`config.mk`:
```
export PLATFORM = sky130hd
export DESIGN_NAME = lmie_exec
export DESIGN_NICKNAME = d
export VERILOG_FILES = /design/src/logic/lmie_exec.v
export VERILOG_INCLUDE_DIRS = /design/src /design/src/logic
export SDC_FILE = /design/constraint.sdc
export NUM_CORES = 1
export LEC_CHECK = 0
export ABC_AREA = 1
export BUFFER_PORTS_ARGS = -buffer_cell sky130_fd_sc_hd__buf_2
export CAP_MARGIN = 5
export CORE_MARGIN = 1.5
export CORE_UTILIZATION = 40
export CTS_CLUSTER_DIAMETER = 40
export DETAILED_ROUTE_END_ITERATION = 8
export PLACE_DENSITY = 0.71
export SYNTH_ARGS = -nofsm -noshare
export SYNTH_HDL_FRONTEND = slang
export SYNTH_SLANG_ARGS = --single-unit
export TNS_END_PERCENT = 10
```
`constraint.sdc`:
```
create_clock -name clk -period 4 [get_ports clk]
set_input_delay 0.8 -clock clk [delete_from_list [all_inputs] [get_ports clk]]
set_output_delay 0.8 -clock clk [all_outputs]
set_load 0.1 [all_outputs]
```
`src/logic/lmie_consts.vh`:
```
// Opcode patterns, field positions and reset values for the move and indirect-store executor
`ifndef LMIE_CONSTS_VH
`define LMIE_CONSTS_VH
`define LMIE_OP_NO_OP      14'h0000
`define LMIE_OP_RESET      14'h0001
`define LMIE_OP_OPTION     14'h0062
`define LMIE_MASK_BANK     14'h3fe0
`define LMIE_PAT_BANK      14'h0020
`define LMIE_MASK_PAGE     14'h3f80
`define LMIE_PAT_PAGE      14'h3180
`define LMIE_MASK_ACCLIT   14'h3f00
`define LMIE_PAT_ACCLIT    14'h3000
`define LMIE_MASK_STORE    14'h3f80
`define LMIE_PAT_STORE     14'h0080
`define LMIE_MASK_INDMODE  14'h3ff8
`define LMIE_PAT_INDMODE   14'h0018
`define LMIE_MASK_INDREL   14'h3f80
`define LMIE_PAT_INDREL    14'h3f80
`define LMIE_IND_SEL_BIT   2
`define LMIE_REL_SEL_BIT   6
`define LMIE_MODE_HI       1
`define LMIE_MODE_LO       0
`define LMIE_OFS_HI        5
`define LMIE_MODE_PREINC   2'h0
`define LMIE_MODE_PREDEC   2'h1
`define LMIE_MODE_POSTINC  2'h2
`define LMIE_MODE_POSTDEC  2'h3
`define LMIE_ADDR_PORT0    7'h00
`define LMIE_ADDR_PORT1    7'h01
`define LMIE_BANK_HI       4
`define LMIE_PAGE_HI       6
`define LMIE_ACC_HI        7
`define LMIE_FADDR_HI      6
`define LMIE_FIELD_LO      0
`define LMIE_OFS_EXT       10
`define LMIE_FADDR_PAD     9'h000
`define LMIE_PULSE_OFF     1'h0
`define LMIE_PULSE_ON      1'h1
`define LMIE_RST_IND       1'h1
`define LMIE_IND_CLEAR     1'h0
`define LMIE_MINUS_ONE16   16'hffff
`define LMIE_RST_BANK      5'h00
`define LMIE_RST_PAGE      7'h00
`define LMIE_RST_ACC       8'h00
`define LMIE_RST_OPTION    8'hff
`define LMIE_RST_PTR       16'h0000
`define LMIE_RST_PC        15'h0000
`define LMIE_ONE16         16'h0001
`define LMIE_ONE15         15'h0001
`endif

```
`src/logic/lmie_exec.v`:
```
// Executor for literal loads, accumulator moves, indirect store, no-op and software reset
`timescale 1ns/10ps
`include "lmie_consts.vh"

// How it works
// - Bank-literal loads its 0..31 operand into the 5-bit bank select and touches no flag.
// - Page-latch literal loads its 7-bit operand into the pc high latch, no flag change.
// - Accumulator-literal puts the 8-bit literal in the accumulator in one cycle, no flags.
// - Store-accumulator writes the accumulator to a 7-bit file address in one cycle.
// - Indirect store picks pointer 0 or 1 and pre/post increments or decrements it by mode.
// - Relative form writes at pointer plus signed -32..31 offset and keeps the pointer.
// - The indirect data ports redirect any access to the pointer address, no flag change.
// - Each pointer is 16 bits and wraps modulo 2^16 on increment and decrement.
// - Pointer steps never touch zero, carry or any other status bit.
// - Option-load copies the accumulator into the timer option register.
// - Software reset raises a one-cycle soft_reset_req and clears the reset indicator flag.
module lmie_exec
(
   input  wire        clk,
   input  wire        resetn,
   input  wire        instr_valid,
   input  wire [13:0] instr_word,
   input  wire        status_in_clear,
   output reg  [4:0]  bank_select_reg,
   output reg  [6:0]  pc_high_latch,
   output reg  [7:0]  accum,
   output reg  [7:0]  option_reg,
   output reg  [15:0] indirect_pointer0,
   output reg  [15:0] indirect_pointer1,
   output reg  [14:0] prog_counter,
   output reg         mem_we,
   output reg  [15:0] mem_addr,
   output reg  [7:0]  mem_wdata,
   output reg         mem_indirect,
   output reg         status_we,
   output reg         soft_reset_req,
   output reg         soft_reset_indicator
);

   wire        is_reset;
   wire        is_option;
   wire        is_bank;
   wire        is_page;
   wire        is_acclit;
   wire        is_store;
   wire        is_indmode;
   wire        is_indrel;
   wire        sel;
   wire [1:0]  mode;
   wire [15:0] ptr;
   wire [15:0] ptr_inc;
   wire [15:0] ptr_dec;
   wire [15:0] offset;
   wire [6:0]  faddr;
   wire [15:0] ptr_rel;
   reg  [15:0] next_ptr;
   reg  [15:0] ea;

   function match;
      input [13:0] word;
      input [13:0] mask;
      input [13:0] pat;
      begin
         match = ((word & mask) == pat);
      end
   endfunction

   // One 16-bit adder form for every pointer sum, so carries drop off the top
   function [15:0] ptr_add;
      input [15:0] base;
      input [15:0] delta;
      begin
         ptr_add = base + delta;
      end
   endfunction

   assign is_reset   = instr_valid && (instr_word == `LMIE_OP_RESET);
   assign is_option  = instr_valid && (instr_word == `LMIE_OP_OPTION);
   assign is_bank    = instr_valid && match(instr_word, `LMIE_MASK_BANK, `LMIE_PAT_BANK);
   assign is_page    = instr_valid && match(instr_word, `LMIE_MASK_PAGE, `LMIE_PAT_PAGE);
   assign is_acclit  = instr_valid && match(instr_word, `LMIE_MASK_ACCLIT, `LMIE_PAT_ACCLIT);
   assign is_store   = instr_valid && match(instr_word, `LMIE_MASK_STORE, `LMIE_PAT_STORE);
   assign is_indmode = instr_valid && match(instr_word, `LMIE_MASK_INDMODE, `LMIE_PAT_INDMODE);
   assign is_indrel  = instr_valid && match(instr_word, `LMIE_MASK_INDREL, `LMIE_PAT_INDREL);
   assign sel  = is_indrel ? instr_word[`LMIE_REL_SEL_BIT] : instr_word[`LMIE_IND_SEL_BIT];
   assign mode = instr_word[`LMIE_MODE_HI:`LMIE_MODE_LO];
   assign ptr  = sel ? indirect_pointer1 : indirect_pointer0;
   assign ptr_inc = ptr_add(ptr, `LMIE_ONE16);
   assign ptr_dec = ptr_add(ptr, `LMIE_MINUS_ONE16);
   // Sign-extend the 6-bit offset so negative steps wrap the same way
   assign offset  = {{`LMIE_OFS_EXT{instr_word[`LMIE_OFS_HI]}},
                     instr_word[`LMIE_OFS_HI:`LMIE_FIELD_LO]};
   assign faddr   = instr_word[`LMIE_FADDR_HI:`LMIE_FIELD_LO];
   assign ptr_rel = ptr_add(ptr, offset);

   always @*
   begin
      next_ptr = ptr;
      ea       = ptr;
      case (mode)
         `LMIE_MODE_PREINC:
         begin
            next_ptr = ptr_inc;
            ea       = ptr_inc;
         end
         `LMIE_MODE_PREDEC:
         begin
            next_ptr = ptr_dec;
            ea       = ptr_dec;
         end
         `LMIE_MODE_POSTINC:
            next_ptr = ptr_inc;
         `LMIE_MODE_POSTDEC:
            next_ptr = ptr_dec;
         default:
            next_ptr = ptr;
      endcase
      // A relative store reads the pointer but never writes it back
      // relative offset
      if (is_indrel)
      begin
         next_ptr = ptr;
         ea       = ptr_rel;
      end
   end

   // Soft reset is a one-cycle request; the system reset logic feeds it back to resetn.
   // The indicator sits outside that loop and resets only on power-up.
   always @(posedge clk or negedge resetn)
   begin
      if (!resetn)
      begin
         bank_select_reg   <= `LMIE_RST_BANK;
         pc_high_latch     <= `LMIE_RST_PAGE;
         accum             <= `LMIE_RST_ACC;
         option_reg        <= `LMIE_RST_OPTION;
         indirect_pointer0 <= `LMIE_RST_PTR;
         indirect_pointer1 <= `LMIE_RST_PTR;
         prog_counter      <= `LMIE_RST_PC;
         mem_we            <= `LMIE_PULSE_OFF;
         mem_addr          <= `LMIE_RST_PTR;
         mem_wdata         <= `LMIE_RST_ACC;
         mem_indirect      <= `LMIE_PULSE_OFF;
         status_we         <= `LMIE_PULSE_OFF;
         soft_reset_req    <= `LMIE_PULSE_OFF;
      end
      else
      begin
         // Pulses default low so that each stands for one cycle only
         mem_we         <= `LMIE_PULSE_OFF;
         mem_indirect   <= `LMIE_PULSE_OFF;
         status_we      <= `LMIE_PULSE_OFF;
         soft_reset_req <= `LMIE_PULSE_OFF;
         // Unknown words still advance the pc; the reset word holds it for the restart
         // pc advances
         if (instr_valid && !is_reset)
            prog_counter <= prog_counter + `LMIE_ONE15;
         if (is_bank)
            bank_select_reg <= instr_word[`LMIE_BANK_HI:`LMIE_FIELD_LO];
         if (is_page)
            pc_high_latch <= instr_word[`LMIE_PAGE_HI:`LMIE_FIELD_LO];
         if (is_acclit)
            accum <= instr_word[`LMIE_ACC_HI:`LMIE_FIELD_LO];
         if (is_option)
            option_reg <= accum;
         if (is_store)
         begin
            mem_we    <= `LMIE_PULSE_ON;
            mem_wdata <= accum;
            if (faddr == `LMIE_ADDR_PORT0)
            begin
               mem_addr     <= indirect_pointer0;
               mem_indirect <= `LMIE_PULSE_ON;
            end
            else if (faddr == `LMIE_ADDR_PORT1)
            begin
               mem_addr     <= indirect_pointer1;
               mem_indirect <= `LMIE_PULSE_ON;
            end
            else
               mem_addr <= {`LMIE_FADDR_PAD, faddr};
         end
         // Decoders are exclusive, so this never races the direct store above
         // indirect store and pointer step
         if (is_indmode || is_indrel)
         begin
            mem_we       <= `LMIE_PULSE_ON;
            mem_wdata    <= accum;
            mem_addr     <= ea;
            mem_indirect <= `LMIE_PULSE_ON;
            if (sel)
               indirect_pointer1 <= next_ptr;
            else
               indirect_pointer0 <= next_ptr;
         end
         if (is_reset)
            soft_reset_req <= `LMIE_PULSE_ON;
      end
   end

   // Indicator lives on a power-up style reset: it must survive the reset it reports.
   always @(posedge clk or negedge status_in_clear)
   begin
      if (!status_in_clear)
         soft_reset_indicator <= `LMIE_RST_IND;
      else if (is_reset)
         soft_reset_indicator <= `LMIE_IND_CLEAR;
   end

endmodule

```
# --- Yosys cells after proc, flatten, opt, wreduce, memory -nomap -nowiden ---
# Index checks and enable logic that the tools add are counted.
word_totals:
  register_bits: 103
  in_bits: 18
  out_inout_bits: 104
  wordCells: 67
op_classes:
  add_sub_neg: 4
  n_eq_ne: 12
  mux: 19
  bitwise: 1
  n_reduce_logical: 18
op_table:
  columns: ["op", "n"]
  rows:
  - ["$mux W16", 7]
  - ["$pmux W16 S2", 2]
  - ["$add A16 B1 Y16 const B", 1]
  - ["$add A16 B16 Y16", 1]
  - ["$add A16 B16 Y16 const B", 1]
  - ["$mux W8", 2]
  - ["$add A15 B1 Y15 const B", 1]
  - ["$eq A14 B1 Y1 const B", 1]
  - ["$eq A14 B7 Y1 const B", 1]
  - ["$eq A7 B1 Y1 const B", 2]
  - ["$eq A7 B7 Y1 const B", 2]
  - ["$eq A11 B2 Y1 const B", 1]
  - ["$eq A9 B1 Y1 const B", 1]
  - ["$logic_and A1 B1 Y1", 9]
  - ["$mux W1", 8]
  - ["$logic_not A7 Y1", 1]
  - ["$eq A6 B6 Y1 const B", 1]
  - ["$eq A2 B2 Y1 const B", 2]
  - ["$reduce_and A2 Y1", 2]
  - ["$reduce_or A2 Y1", 2]
  - ["$eq A2 B1 Y1 const B", 1]
  - ["$logic_not A2 Y1", 1]
  - ["$reduce_bool A2 Y1", 1]
  - ["$logic_not A1 Y1", 1]
  - ["other kinds (2)", 2]

# --- Logic depth before layout (Yosys ltp) ---
# Gate-level depths: netlist of run 1.
logic_depth:
  depth_word: 8
  depth_mapped: 25
  depth_no_buf: 23

# --- Worst setup path after synthesis of run 1 ---
# No wires, ideal clock.
synth_path:
  path_type: "input port to flip-flop"
  startpoint: "in instr_valid"
  endpoint: "reg mem_addr[12]"
  setup_ps: 116
  t_arrival_ps: 3421
  required_ps: 3884
  setup_slack_ps: 462
  cell_stages: 24
  path_buffers: 2
  cell_sequence: "buf_4 > nand2_1 > nor2_4 > nand3_2 > nand2_2 > buf_6 > nand2_1 > nand2_1 > ha_1 > inv_1 > fa_1 > o21ai_0 > nand2_1 > nand2_1 > a21oi_1 > o21a_1 > o21ai_0 > nand2_1 > nand2_1 > nand2_1 > nand3_1 > nand2_1 > nand2_1 > nand2_1"
synth_via:
  elab_chain_len: 7
  elab_cells_between_ends: 13
  classes_between: "3 x add/sub; 5 x mux; 5 x reduce/logical"
synth_rtl:
  columns: ["element", "line", "text"]
  rows:
  - ["start: declaration", "lmie_exec.v:21", "input wire instr_valid,"]
  - ["$logic_and A1 B1 Y1", "lmie_exec.v:84", "assign is_indrel = instr_valid && match(instr_word, `LMIE_MASK_INDREL, `LMIE_PAT_INDREL);"]
  - ["$mux W1", "lmie_exec.v:85", "assign sel = is_indrel ? instr_word[`LMIE_REL_SEL_BIT] : instr_word[`LMIE_IND_SEL_BIT];"]
  - ["$mux W16", "lmie_exec.v:87", "assign ptr = sel ? indirect_pointer1 : indirect_pointer0;"]
  - ["$add A16 B16 Y16 / $add A16 B1 Y16 (equally long branches)", "lmie_exec.v:73", "ptr_add = base + delta;"]
  - ["$pmux W16 S2", "lmie_exec.v:100", "case (mode)"]
  - ["$mux W16", "lmie_exec.v:120", "if (is_indrel)"]
  - ["$mux W16", "lmie_exec.v:185", "if (is_indmode || is_indrel)"]
  - ["end signal: assignment", "lmie_exec.v:141", "mem_addr <= `LMIE_RST_PTR;"]
  - ["end signal: assignment", "lmie_exec.v:177", "mem_addr <= indirect_pointer1;"]
  - ["end signal: assignment", "lmie_exec.v:181", "mem_addr <= {`LMIE_FADDR_PAD, faddr};"]
  - ["end: declaration", "lmie_exec.v:32", "output reg [15:0] mem_addr,"]
# Parallel ways exist; a longest one is shown, timed or not.
# A chain may end at the register's enable or synchronous reset.

# --- Worst setup path in the final report of run 1 ---
layout_path:
  startpoint: "in instr_word[7]"
  endpoint: "reg mem_addr[12]"
layout_via:
  elab_chain_len: 8
  elab_cells_between_ends: 16
  classes_between: "3 x add/sub; 3 x eq/ne; 5 x mux; 5 x reduce/logical"
layout_rtl:
  columns: ["element", "line", "text"]
  rows:
  - ["start: declaration", "lmie_exec.v:22", "input wire [13:0] instr_word,"]
  - ["$eq A7 B7 Y1", "lmie_exec.v:64", "match = ((word & mask) == pat);"]
  - ["$logic_and A1 B1 Y1", "lmie_exec.v:84", null]
  - ["$mux W1", "lmie_exec.v:85", null]
  - ["$mux W16", "lmie_exec.v:87", null]
  - ["$add A16 B16 Y16 / $add A16 B1 Y16 (equally long branches)", "lmie_exec.v:73", null]
  - ["$pmux W16 S2", "lmie_exec.v:100", null]
  - ["$mux W16", "lmie_exec.v:120", null]
  - ["$mux W16", "lmie_exec.v:185", null]
# Parallel ways exist; a longest one is shown, timed or not.

==> results of run 1 <==
==> cells in the mapped netlist (4+ instances only) <==
cell / instances / share of area, %
xnor2_1: 6 / 0.74
xor2_1: 25 / 3.1
clkinv_1: 4 / 0.21
buf_2: 7 / 0.50
nand2_2: 20 / 1.8
buf_4: 4 / 0.42
o21ai_0: 89 / 6.3
nand2_1: 272 / 14
o211ai_1: 11 / 1.2
o21ai_1: 29 / 2.1
nand3_2: 8 / 1.1
o22ai_1: 4 / 0.35
nand4_1: 8 / 0.71
clkbuf_1: 18 / 0.96
a221oi_1: 6 / 0.74
ha_1: 18 / 3.2
nor2_2: 4 / 0.35
inv_1: 90 / 4.8
dfstp_2: 9 / 3.3
o21ai_2: 4 / 0.50
nor3_1: 5 / 0.35
a21oi_1: 34 / 2.4
buf_6: 8 / 1.3
nor2_1: 77 / 4.1
nand3_1: 91 / 6.4
dfrtp_1: 94 / 33
nor2_4: 7 / 1.1
==> path summary, 6_finish.rpt <==
path | start | end | slack, ns
max in group asynchronous | resetn | option_reg[0] | 2.44
min in group clk | soft_reset_indicator | soft_reset_indicator | 0.46
worst max-delay path | instr_word[7] | mem_addr[12] | 0.59
worst max register to register | indirect_pointer0[0] | mem_addr[12] | 1.18
worst min-delay path | status_in_clear | soft_reset_indicator | 0.35
worst min register to register | soft_reset_indicator | soft_reset_indicator | 0.46
==> cells by family (layout without fill, tap and decap cells) <==
group	Yosys count	in the layout
compound gates	193	193
xor+xnor	31	31
fa+ha+maj	19	19
buf+inv	136	264
flops	103	103
other cells	1	1
simple gates	508	508
==> per-stage QoR <==
| step | instances | utilization, % | setup slack, ns | cell area, um^2 |
|---|---|---|---|---|
| after floorplan | 991 | - | 0.462 | 7070 |
| after global placement | 1328 | 46.0 | 0.333 | 7960 |
| after detailed placement | 1328 | 46.0 | 0.266 | 7960 |
| after CTS | 1344 | 47.7 | 0.622 | 8260 |
| after global routing | 1344 | 47.7 | 0.266 | 8260 |
| final | 1344 | 47.7 | 0.587 | 8260 |
==> layout make-up <==
cell class	instances	area [um^2]	area share, %
clock buffer	10	239	2.89
inverter	97	364	4.41
sequential	103	2590	31.3
timing repair buffer	151	836	10.1
tap	225	282	3.41
multi-input combinational	752	3890	47.1
clock inverter	6	58.8	0.712
==> power groups by stage <==
stage / logic, mW / registers (mW) / clock network, mW
after global routing: 1.69 / 1.28 / 0.957
after floorplan: 0.396 / 2.17 / 0
after CTS: 1.59 / 1.26 / 0.920
after detailed placement: 1.59 / 1.28 / 0
after global placement: 1.58 / 1.28 / 0
final: 1.59 / 1.26 / 0.897
==> worst register-to-register path, delay by kind of cell, from the launching register on <==
kind,cells,cell delay (ns)
and+or+nand+nor,11,0.82
AOI/OAI and AO/OA,4,0.82
adders and majority gates,2,0.57
DFF,1,0.42
buffers and inverters,1,0.05
==> metal layers <==
| layer | wire [um] | up-vias | share of wire [%] |
|---|---|---|---|
| met1 | 10300 | 3346 | 47 |
| met2 | 9270 | 296 | 42 |
| met4 | 558 | 0 | 2.5 |
| met5 | 0 | - | 0 |
| li1 | - | 3512 | - |
| met3 | 1720 | 36 | 7.9 |
==> results.yml, run 1 <==
synth:
  yosys.area_share.simple_pct: 32.4
  yosysWarnings: 0
  ys_ff_latch: 103
  async_flop_share_pct: 100
  syn_nets: 1028
  synth_mux_area_share_pct: 0
  synth_seq_area_share_pct: 36.6
  ys.flop_type: "dfrtp_1"
  synth_top_family_by_area: "simple AND/OR/NAND/NOR gates"
  synth_fa_ha_area_share_pct: 3.47
  synth_cell_types: 48
  synthesis.area_um2: 7070
  synth_compound_area_share_pct: 15.3
  yosys.area_share.xor_xnor_pct: 3.84
  syn_avg_cell_area_um2: 7.14
  synth-edff-count: 0
  syn_inst: 991
critical_path:
  critical_path_class: "input pin to register"
  cp.arrival_ns: 3.66
  reg2reg_depth: 18
  crit_buf_inv: 2
  path_delay_family: "simple AND/OR/NAND/NOR gates"
  critical_path_depth: 23
  critical_path.slowest_cell: "fa_1"
  start_kind: "input pin"
  crit_path_frequent_cell: "nand2_1"
  cp.required_ns: 4.25
  critPathMaxFanout: 11
  cp-end-kind: "register"
  crit_path_max_incr_delay_ns: 0.44
  path_cells: "buf_2, nand2_2, nor2_4, nand2_4, nand2_4, nand2_2, buf_4, nand2_1, o21ai_2, fa_1, o21ai_0, nand2_1, nand2_1, a21oi_1, o21a_1, o21ai_0, nand2_1, nand2_1, nand2_1, nand3_1, nand2_1, nand2_1, nand2_1"
grt:
  grt_usage_pct: 24.7
  busiest_layer: "met2"
  gr-usage-met1_pct: 35.7
  grt_max_degree: 82
  antenna_found_initial: 0
  grt_pass1_vias: 6689
  grtUsageMet3_pct: 4.29
  grtUsageMet2_pct: 36.5
  grt_overflow: 0
  grt_pass1_wl_um: 35500
cells_and_area:
  drive_above_1_share_pct: 20.6
  layout_common_cells: "nand2_1 (272), buf_2 (119), dfrtp_1 (94)"
  antennaDiodeCount: 0
  largestRegisters: "indirect_pointer0 x16, indirect_pointer1 x16, mem_addr x16"
  final_common_cell: "nand2_1"
  layout.nets: 1151
  area_delta_synth_final_pct: 16.8
  fillCellCount: 1808
route:
  wirelength_um: 21900
  dr.pass1.iters: 6
  ant_nets: 0
  drc: 0
  dr.first_iter.drc_count: 656
  wire_per_inst_um: 16.3
  vias: 7190
  vias_per_cell: 5.35
sta:
  min_period_ns: 3.41
  hold_viol: 0
  clock_skew_ns: 0.0141
  fin_tns_setup_ns: 0
  slew-limit-headroom_pct: 31.8
  finalMaxSlewViolations: 0
  fmax_mhz: 293
  rsz0062_at_grt: "no"
  fin_crit_sh_pct: 85.3
  worst_slew_pin_slew_ns: 1.02
  setup_viol: 0
  whs_ns: 0.351
placed_design:
  place_congestion: 0.965
  dp_hpwl_um: 16700
  port_buffers: 120
clocking:
  numCtsBuffers: 9
  path_clk_slew_ns: 0.08
  cts-root-buf: "clkbuf_16"
  cts_max_level: 3
  cts_buffer_depth: 2
  clk_latency_ns: 0.36
  cts_hold_buf: 0
  clock_sinks: 103
  post-cts-setup-buffers: 0
  cts_tree: "built"
  post_cts_resize_count: 0
power_and_ir_drop:
  netSwitchingPower_mw: 1.86
  p_int_mw: 1.89
  p_seq_share_pct: 33.7
  p_per_area_nw_per_um2: 455
  peakVddDrop_mv: 0.497
  p_leak_nw: 4.21
  clkPwrFrac_pct: 23.9
  switching_share_pct: 49.6
  power_mw: 3.75
  power_frac_comb_pct: 42.5
die:
  coreArea_um2: 17300
  start_util_pct: 40.9
  die_x_um: 136
  die_area_um2: 18500
  die_h_um: 136
  io-pin-count: 122
  num_rows: 48
flow_run:
  drv_cap: 0
outcome:
  outcome: "finished clean"
min_path:
  hold_class: "input pin to asynchronous set/reset pin"
Note: power is estimated with default switching activity, not from simulation.
==> run 2: changes to the inputs <==
Settings changed: CTS_CLUSTER_SIZE from default to 16.
Clock period 4 ns to 3.7 ns, I/O delays scaled along.
==> run 2 against run 1 <==
Total power rose by 7.6%. Wire length up 0.83%. Combinational power increased by 9%. Via count fell by 0.54%. Highest routed layer is now met5. Non-clock buffer count grew 17. Flip-flop and latch count did not move. Worst setup slack worse by 0.19 ns. Clock skew down 0.0074 ns. Sequential share of layout area shrank 0.41 points. Design area is 1.3% higher. Worst hold slack got worse by 0.050 ns. Register-to-register slack got worse by 0.26 ns. Critical endpoint is now mem_addr[8].
==> results.yml, run 2 (synthesis results as in run 1) <==
clocking:
  clock_sinks: 103
  post-cts-setup-buffers: 0
  numCtsBuffers: 9
  cts_buffer_depth: 2
  clk_latency_ns: 0.36
  path_clk_slew_ns: 0.08
  cts_max_level: 3
  cts_tree: "built"
  cts-root-buf: "clkbuf_16"
  post_cts_resize_count: 0
  cts_hold_buf: 0
placed_design:
  port_buffers: 120
  dp_hpwl_um: 17200
  place_congestion: 0.962
power_and_ir_drop:
  switching_share_pct: 49.6
  peakVddDrop_mv: 0.526
  netSwitchingPower_mw: 2.01
  p_int_mw: 2.03
  power_mw: 4.04
  p_leak_nw: 4.29
  power_frac_comb_pct: 43.2
  p_per_area_nw_per_um2: 483
  p_seq_share_pct: 33.8
  clkPwrFrac_pct: 23.0
critical_path:
  cp.required_ns: 4.00
  reg2reg_depth: 17
  crit_start: "instr_word[12]"
  timing.rr.start: "indirect_pointer0[0]"
  critical_path_class: "input pin to register"
  cp.arrival_ns: 3.60
  cp-end-kind: "register"
  start_kind: "input pin"
  critPathMaxFanout: 3
cells_and_area:
  layout.nets: 1168
  largestRegisters: "indirect_pointer0 x16, indirect_pointer1 x16, mem_addr x16"
  final_common_cell: "nand2_1"
  layout_common_cells: "nand2_1 (272), buf_2 (119), dfrtp_1 (94)"
  drive_above_1_share_pct: 21.7
  area_delta_synth_final_pct: 18.3
  antennaDiodeCount: 0
sta:
  fin_tns_setup_ns: 0
  slew-limit-headroom_pct: 59.2
  finalMaxSlewViolations: 0
  setup_viol: 0
  hold_viol: 0
  min_period_ns: 3.31
  clock_skew_ns: 0.00670
  rsz0062_at_grt: "no"
  fin_crit_sh_pct: 89.4
  fmax_mhz: 302
  worst_slew_pin_slew_ns: 0.612
flow_run:
  drv_cap: 0
die:
  io-pin-count: 122
  coreArea_um2: 17300
  start_util_pct: 40.9
  die_h_um: 136
  die_area_um2: 18500
  num_rows: 48
  die_x_um: 136
grt:
  grt_pass1_vias: 6700
  antenna_found_initial: 1
  grt_pass1_wl_um: 35700
  grt_max_degree: 47
  grt_usage_pct: 24.9
  grt_overflow: 0
route:
  dr.max_layer_used: "met5"
  dr.first_iter.drc_count: 657
  wl_met1_um: 10500
  dr.pass1.iters: 5
  drc: 0
  ant_nets: 0
  wirelength_um: 22100
  vias: 7151
  wl_met2_um: 9710
  met3_wirelength_um: 1720
  wire_per_inst_um: 16.2
  vias_per_cell: 5.25
outcome:
  outcome: "finished clean"
min_path:
  hold_class: "input pin to asynchronous set/reset pin"
==> run 2: metal layers <==
layer	vias up	GRT usage (%)
met1	3308	36.2
met3	19	5.37
met2	277	37.5
li1	3545	-
met5	-	0
met4	2	5.73
==> run 2: layout make-up <==
class	count	area, um^2
clock buffer	10	229
clock inverter	6	51.3
fill	1772	8930
inverter	97	364
multi-input combinational	752	3890
sequential	103	2590
tap	225	282
timing repair buffer	168	963
==> run 2: power groups by stage <==
stage          combinational, mW  clock (mW)  sequential, mW
2_1_floorplan              0.428           0            2.35
3_3_place_gp                1.73           0            1.38
3_5_place_dp                1.74           0            1.39
4_1_cts                     1.74       0.960            1.37
5_1_grt                     1.85        1.01            1.38
6_report                    1.74       0.931            1.36
==> run 2: critical path, stage by stage <==
cell and delay, ns:
buf_2 0.10, nand2_1 0.10, nor2_4 0.16, nand3_2 0.15, nand2_2 0.10, nand2_1 0.05, nand2_1 0.10, ha_1 0.18
inv_1 0.06, fa_1 0.41, o21ai_0 0.31, nand2_1 0.10, nand2_1 0.07, a21oi_1 0.09, o21a_1 0.20, buf_4 0.14
or2_2 0.26, nand3_1 0.07, o21ai_1 0.07, nand2_1 0.06, nand2_1 0.05, nand2_1 0.05
==> run 2: stage by stage <==
step | area [um^2] | setup slack [ns] | instances | hold WS (ns) | util [%]
2_1_floorplan | 7070 | 0.222 | 991 | 0.444 | -
3_3_place_gp | 8090 | 0.129 | 1345 | 0.453 | 46.8
3_5_place_dp | 8090 | 0.0664 | 1345 | 0.460 | 46.8
4_1_cts | 8370 | 0.428 | 1361 | 0.286 | 48.4
5_1_grt | 8370 | 0.117 | 1361 | 0.290 | 48.4
6_report | 8370 | 0.393 | 1361 | 0.301 | 48.4
==> run 2: path summary, 6_finish.rpt <==
check                                  endpoint  slack, ns
hold reg to reg                prog_counter[14]       0.47
setup / recovery                    mem_addr[8]       0.39
setup reg to reg                    mem_addr[8]       0.92
max in group asynchronous         option_reg[6]       2.48
min in group clk               prog_counter[14]       0.47
hold / removal             soft_reset_indicator       0.30
==> run 3: changes to the inputs <==
Settings changed: PLACE_DENSITY 0.71 to 0.73.
Clock period 3.7 ns to 2.92 ns, I/O delays scaled along.
==> run 3 against run 2 <==
Register-to-register slack got worse by 0.45 ns. Sequential power rose by 28%. Combinational power rose by 33%. Non-clock buffer count rose by 61. Highest routed layer is now met4. Worst setup slack got worse by 0.29 ns. Critical path type unchanged. Global-route usage rose by 0.59 points. Clock power rose by 39%. Via count rose by 5.5%. Total power rose by 32%. Largest cell class unchanged.
==> results.yml, run 3 (synthesis results as in run 1) <==
die:
  die_area_um2: 18500
  num_rows: 48
  io-pin-count: 122
  coreArea_um2: 17300
  start_util_pct: 40.9
  die_x_um: 136
  die_h_um: 136
sta:
  fmax_mhz: 355
  hold_viol: 0
  whs_ns: 0.135
  finalMaxSlewViolations: 0
  worst_slew_pin_slew_ns: 0.540
  slew-limit-headroom_pct: 64.0
  min_period_ns: 2.82
  setup_viol: 0
  fin_crit_sh_pct: 96.4
  clock_skew_ns: 0.0109
  rsz0062_at_grt: "yes"
route:
  wire_per_inst_um: 16.5
  wirelength_um: 23400
  ant_nets: 0
  dr.first_iter.drc_count: 626
  dr.pass1.iters: 5
  vias: 7544
  vias_per_cell: 5.31
  drc: 0
power_and_ir_drop:
  p_per_area_nw_per_um2: 587
  p_leak_nw: 4.64
  p_seq_share_pct: 32.6
  peakVddDrop_mv: 0.914
  switching_share_pct: 48.4
  power_frac_comb_pct: 43.3
  p_int_mw: 2.75
  netSwitchingPower_mw: 2.58
  clkPwrFrac_pct: 24.1
  power_mw: 5.34
critical_path:
  reg2reg_depth: 18
  crit_start: "instr_word[7]"
  r2r_end: "mem_addr[12]"
  ff2ff_setup_slack_ns: 0.47
  critical_path_class: "input pin to register"
  cp.required_ns: 3.15
  critPathMaxFanout: 4
  start_kind: "input pin"
  cp.arrival_ns: 3.05
  timing.rr.start: "indirect_pointer1[0]"
  cp-end-kind: "register"
grt:
  busiest_layer: "met2"
  grtUsageMet3_pct: 4.25
  grt_pass1_wl_um: 36700
  grt_usage_pct: 25.4
  grt_pass1_vias: 6949
  grt_overflow: 0
  grt_max_degree: 67
  antenna_found_initial: 0
  grtUsageMet2_pct: 38.5
  gr-usage-met1_pct: 36.5
placed_design:
  dp_hpwl_um: 17900
  dp.cells: 1401
  place_congestion: 0.975
  port_buffers: 120
clocking:
  clock_sinks: 103
  path_clk_slew_ns: 0.08
  cts_max_level: 3
  cts_tree: "built"
  cts_buffer_depth: 2
  cts-root-buf: "clkbuf_16"
  clk_latency_ns: 0.36
  numCtsBuffers: 9
cells_and_area:
  layout_common_cells: "nand2_1 (266), buf_2 (111), buf_4 (107)"
  final_common_cell: "nand2_1"
  largestRegisters: "indirect_pointer0 x16, indirect_pointer1 x16, mem_addr x16"
  fillCellCount: 1709
  final_util_pct: 52.5
  antennaDiodeCount: 0
  layout.nets: 1229
  final_cells: 1422
  drive_above_1_share_pct: 27.3
  area_delta_synth_final_pct: 28.4
min_path:
  hold_class: "input pin to asynchronous set/reset pin"
flow_run:
  drv_cap: 0
outcome:
  outcome: "finished clean"
run 3: changes by cell type in the layout (fill, tap and decap cells not counted), moves of 3 or more:
cell | before | now
buf_2 | 119 | 111
buf_4 | 49 | 107
buf_6 | 0 | 8
ha_1 | 18 | 15
ha_4 | 0 | 3
nand2_1 | 272 | 266
nand2_4 | 2 | 8
o21ai_0 | 89 | 86
run 3: per-layer routing:
| layer | up-vias | share of wire, % |
|---|---|---|
| met2 | 334 | 43 |
| met5 | - | 0 |
| met1 | 3488 | 46 |
| li1 | 3664 | - |
| met4 | 0 | 2.8 |
| met3 | 58 | 7.8 |
run 3: cell type report:
class	instances	area, um^2	area share, %
inverters	97	364	4.01
multi-input cells	752	4030	44.4
repair buffers	229	1500	16.6
clock buffers	10	239	2.63
flip-flops and latches	103	2590	28.5
clock inverters	6	73.8	0.813
well taps	225	282	3.10
run 3: how the worst max path moves through the flow:
stage,to,slack (ns),cells after the start
finish,mem_addr[4],0.10,19
global route,mem_addr[12],-0.04,23
CTS,mem_addr[13],0.05,22
detailed placement,mem_addr[13],-0.31,20
global placement,mem_addr[13],-0.23,22
floorplan,mem_addr[12],-0.15,24
run 3: power by group through the flow:
stage	combinational [mW]	sequential [mW]	clock, mW
after floorplan	0.551	2.98	0
after global placement	2.25	1.76	0
after detailed placement	2.27	1.76	0
after CTS	2.28	1.74	1.31
after global routing	2.44	1.76	1.36
final	2.31	1.74	1.29
run 3: metrics by stage:
stage / instance area (um^2) / setup WS [ns] / setup TNS, ns
2_1_floorplan: 7130 / -0.153 / -0.320
3_3_place_gp: 8580 / -0.225 / -1.55
3_5_place_dp: 8580 / -0.307 / -2.58
4_1_cts: 8900 / 0.0550 / 0
5_1_grt: 9080 / -0.0431 / -0.0726
6_report: 9080 / 0.104 / 0
run 3: critical path: stages:
cell and delay (ns):
buf_6 0.08, nand2_2 0.08, nor2_4 0.17, nand2_4 0.08, nand2_4 0.10, nand2_4 0.07
buf_6 0.13, buf_4 0.13, o21ai_2 0.16, buf_4 0.17, ha_1 0.19, nand2_2 0.10
buf_4 0.14, o21ai_0 0.12, o21ai_0 0.13, xor2_1 0.23, nor2_1 0.07, o21bai_1 0.20
a21oi_1 0.10
run 3: repair_timing:
action,in CTS,in global routing
hold endpoints to repair,0,0
setup buffers,0,5
endpoints found under the setup margin,0,9
resized for setup,0,31
hold buffers,0,0
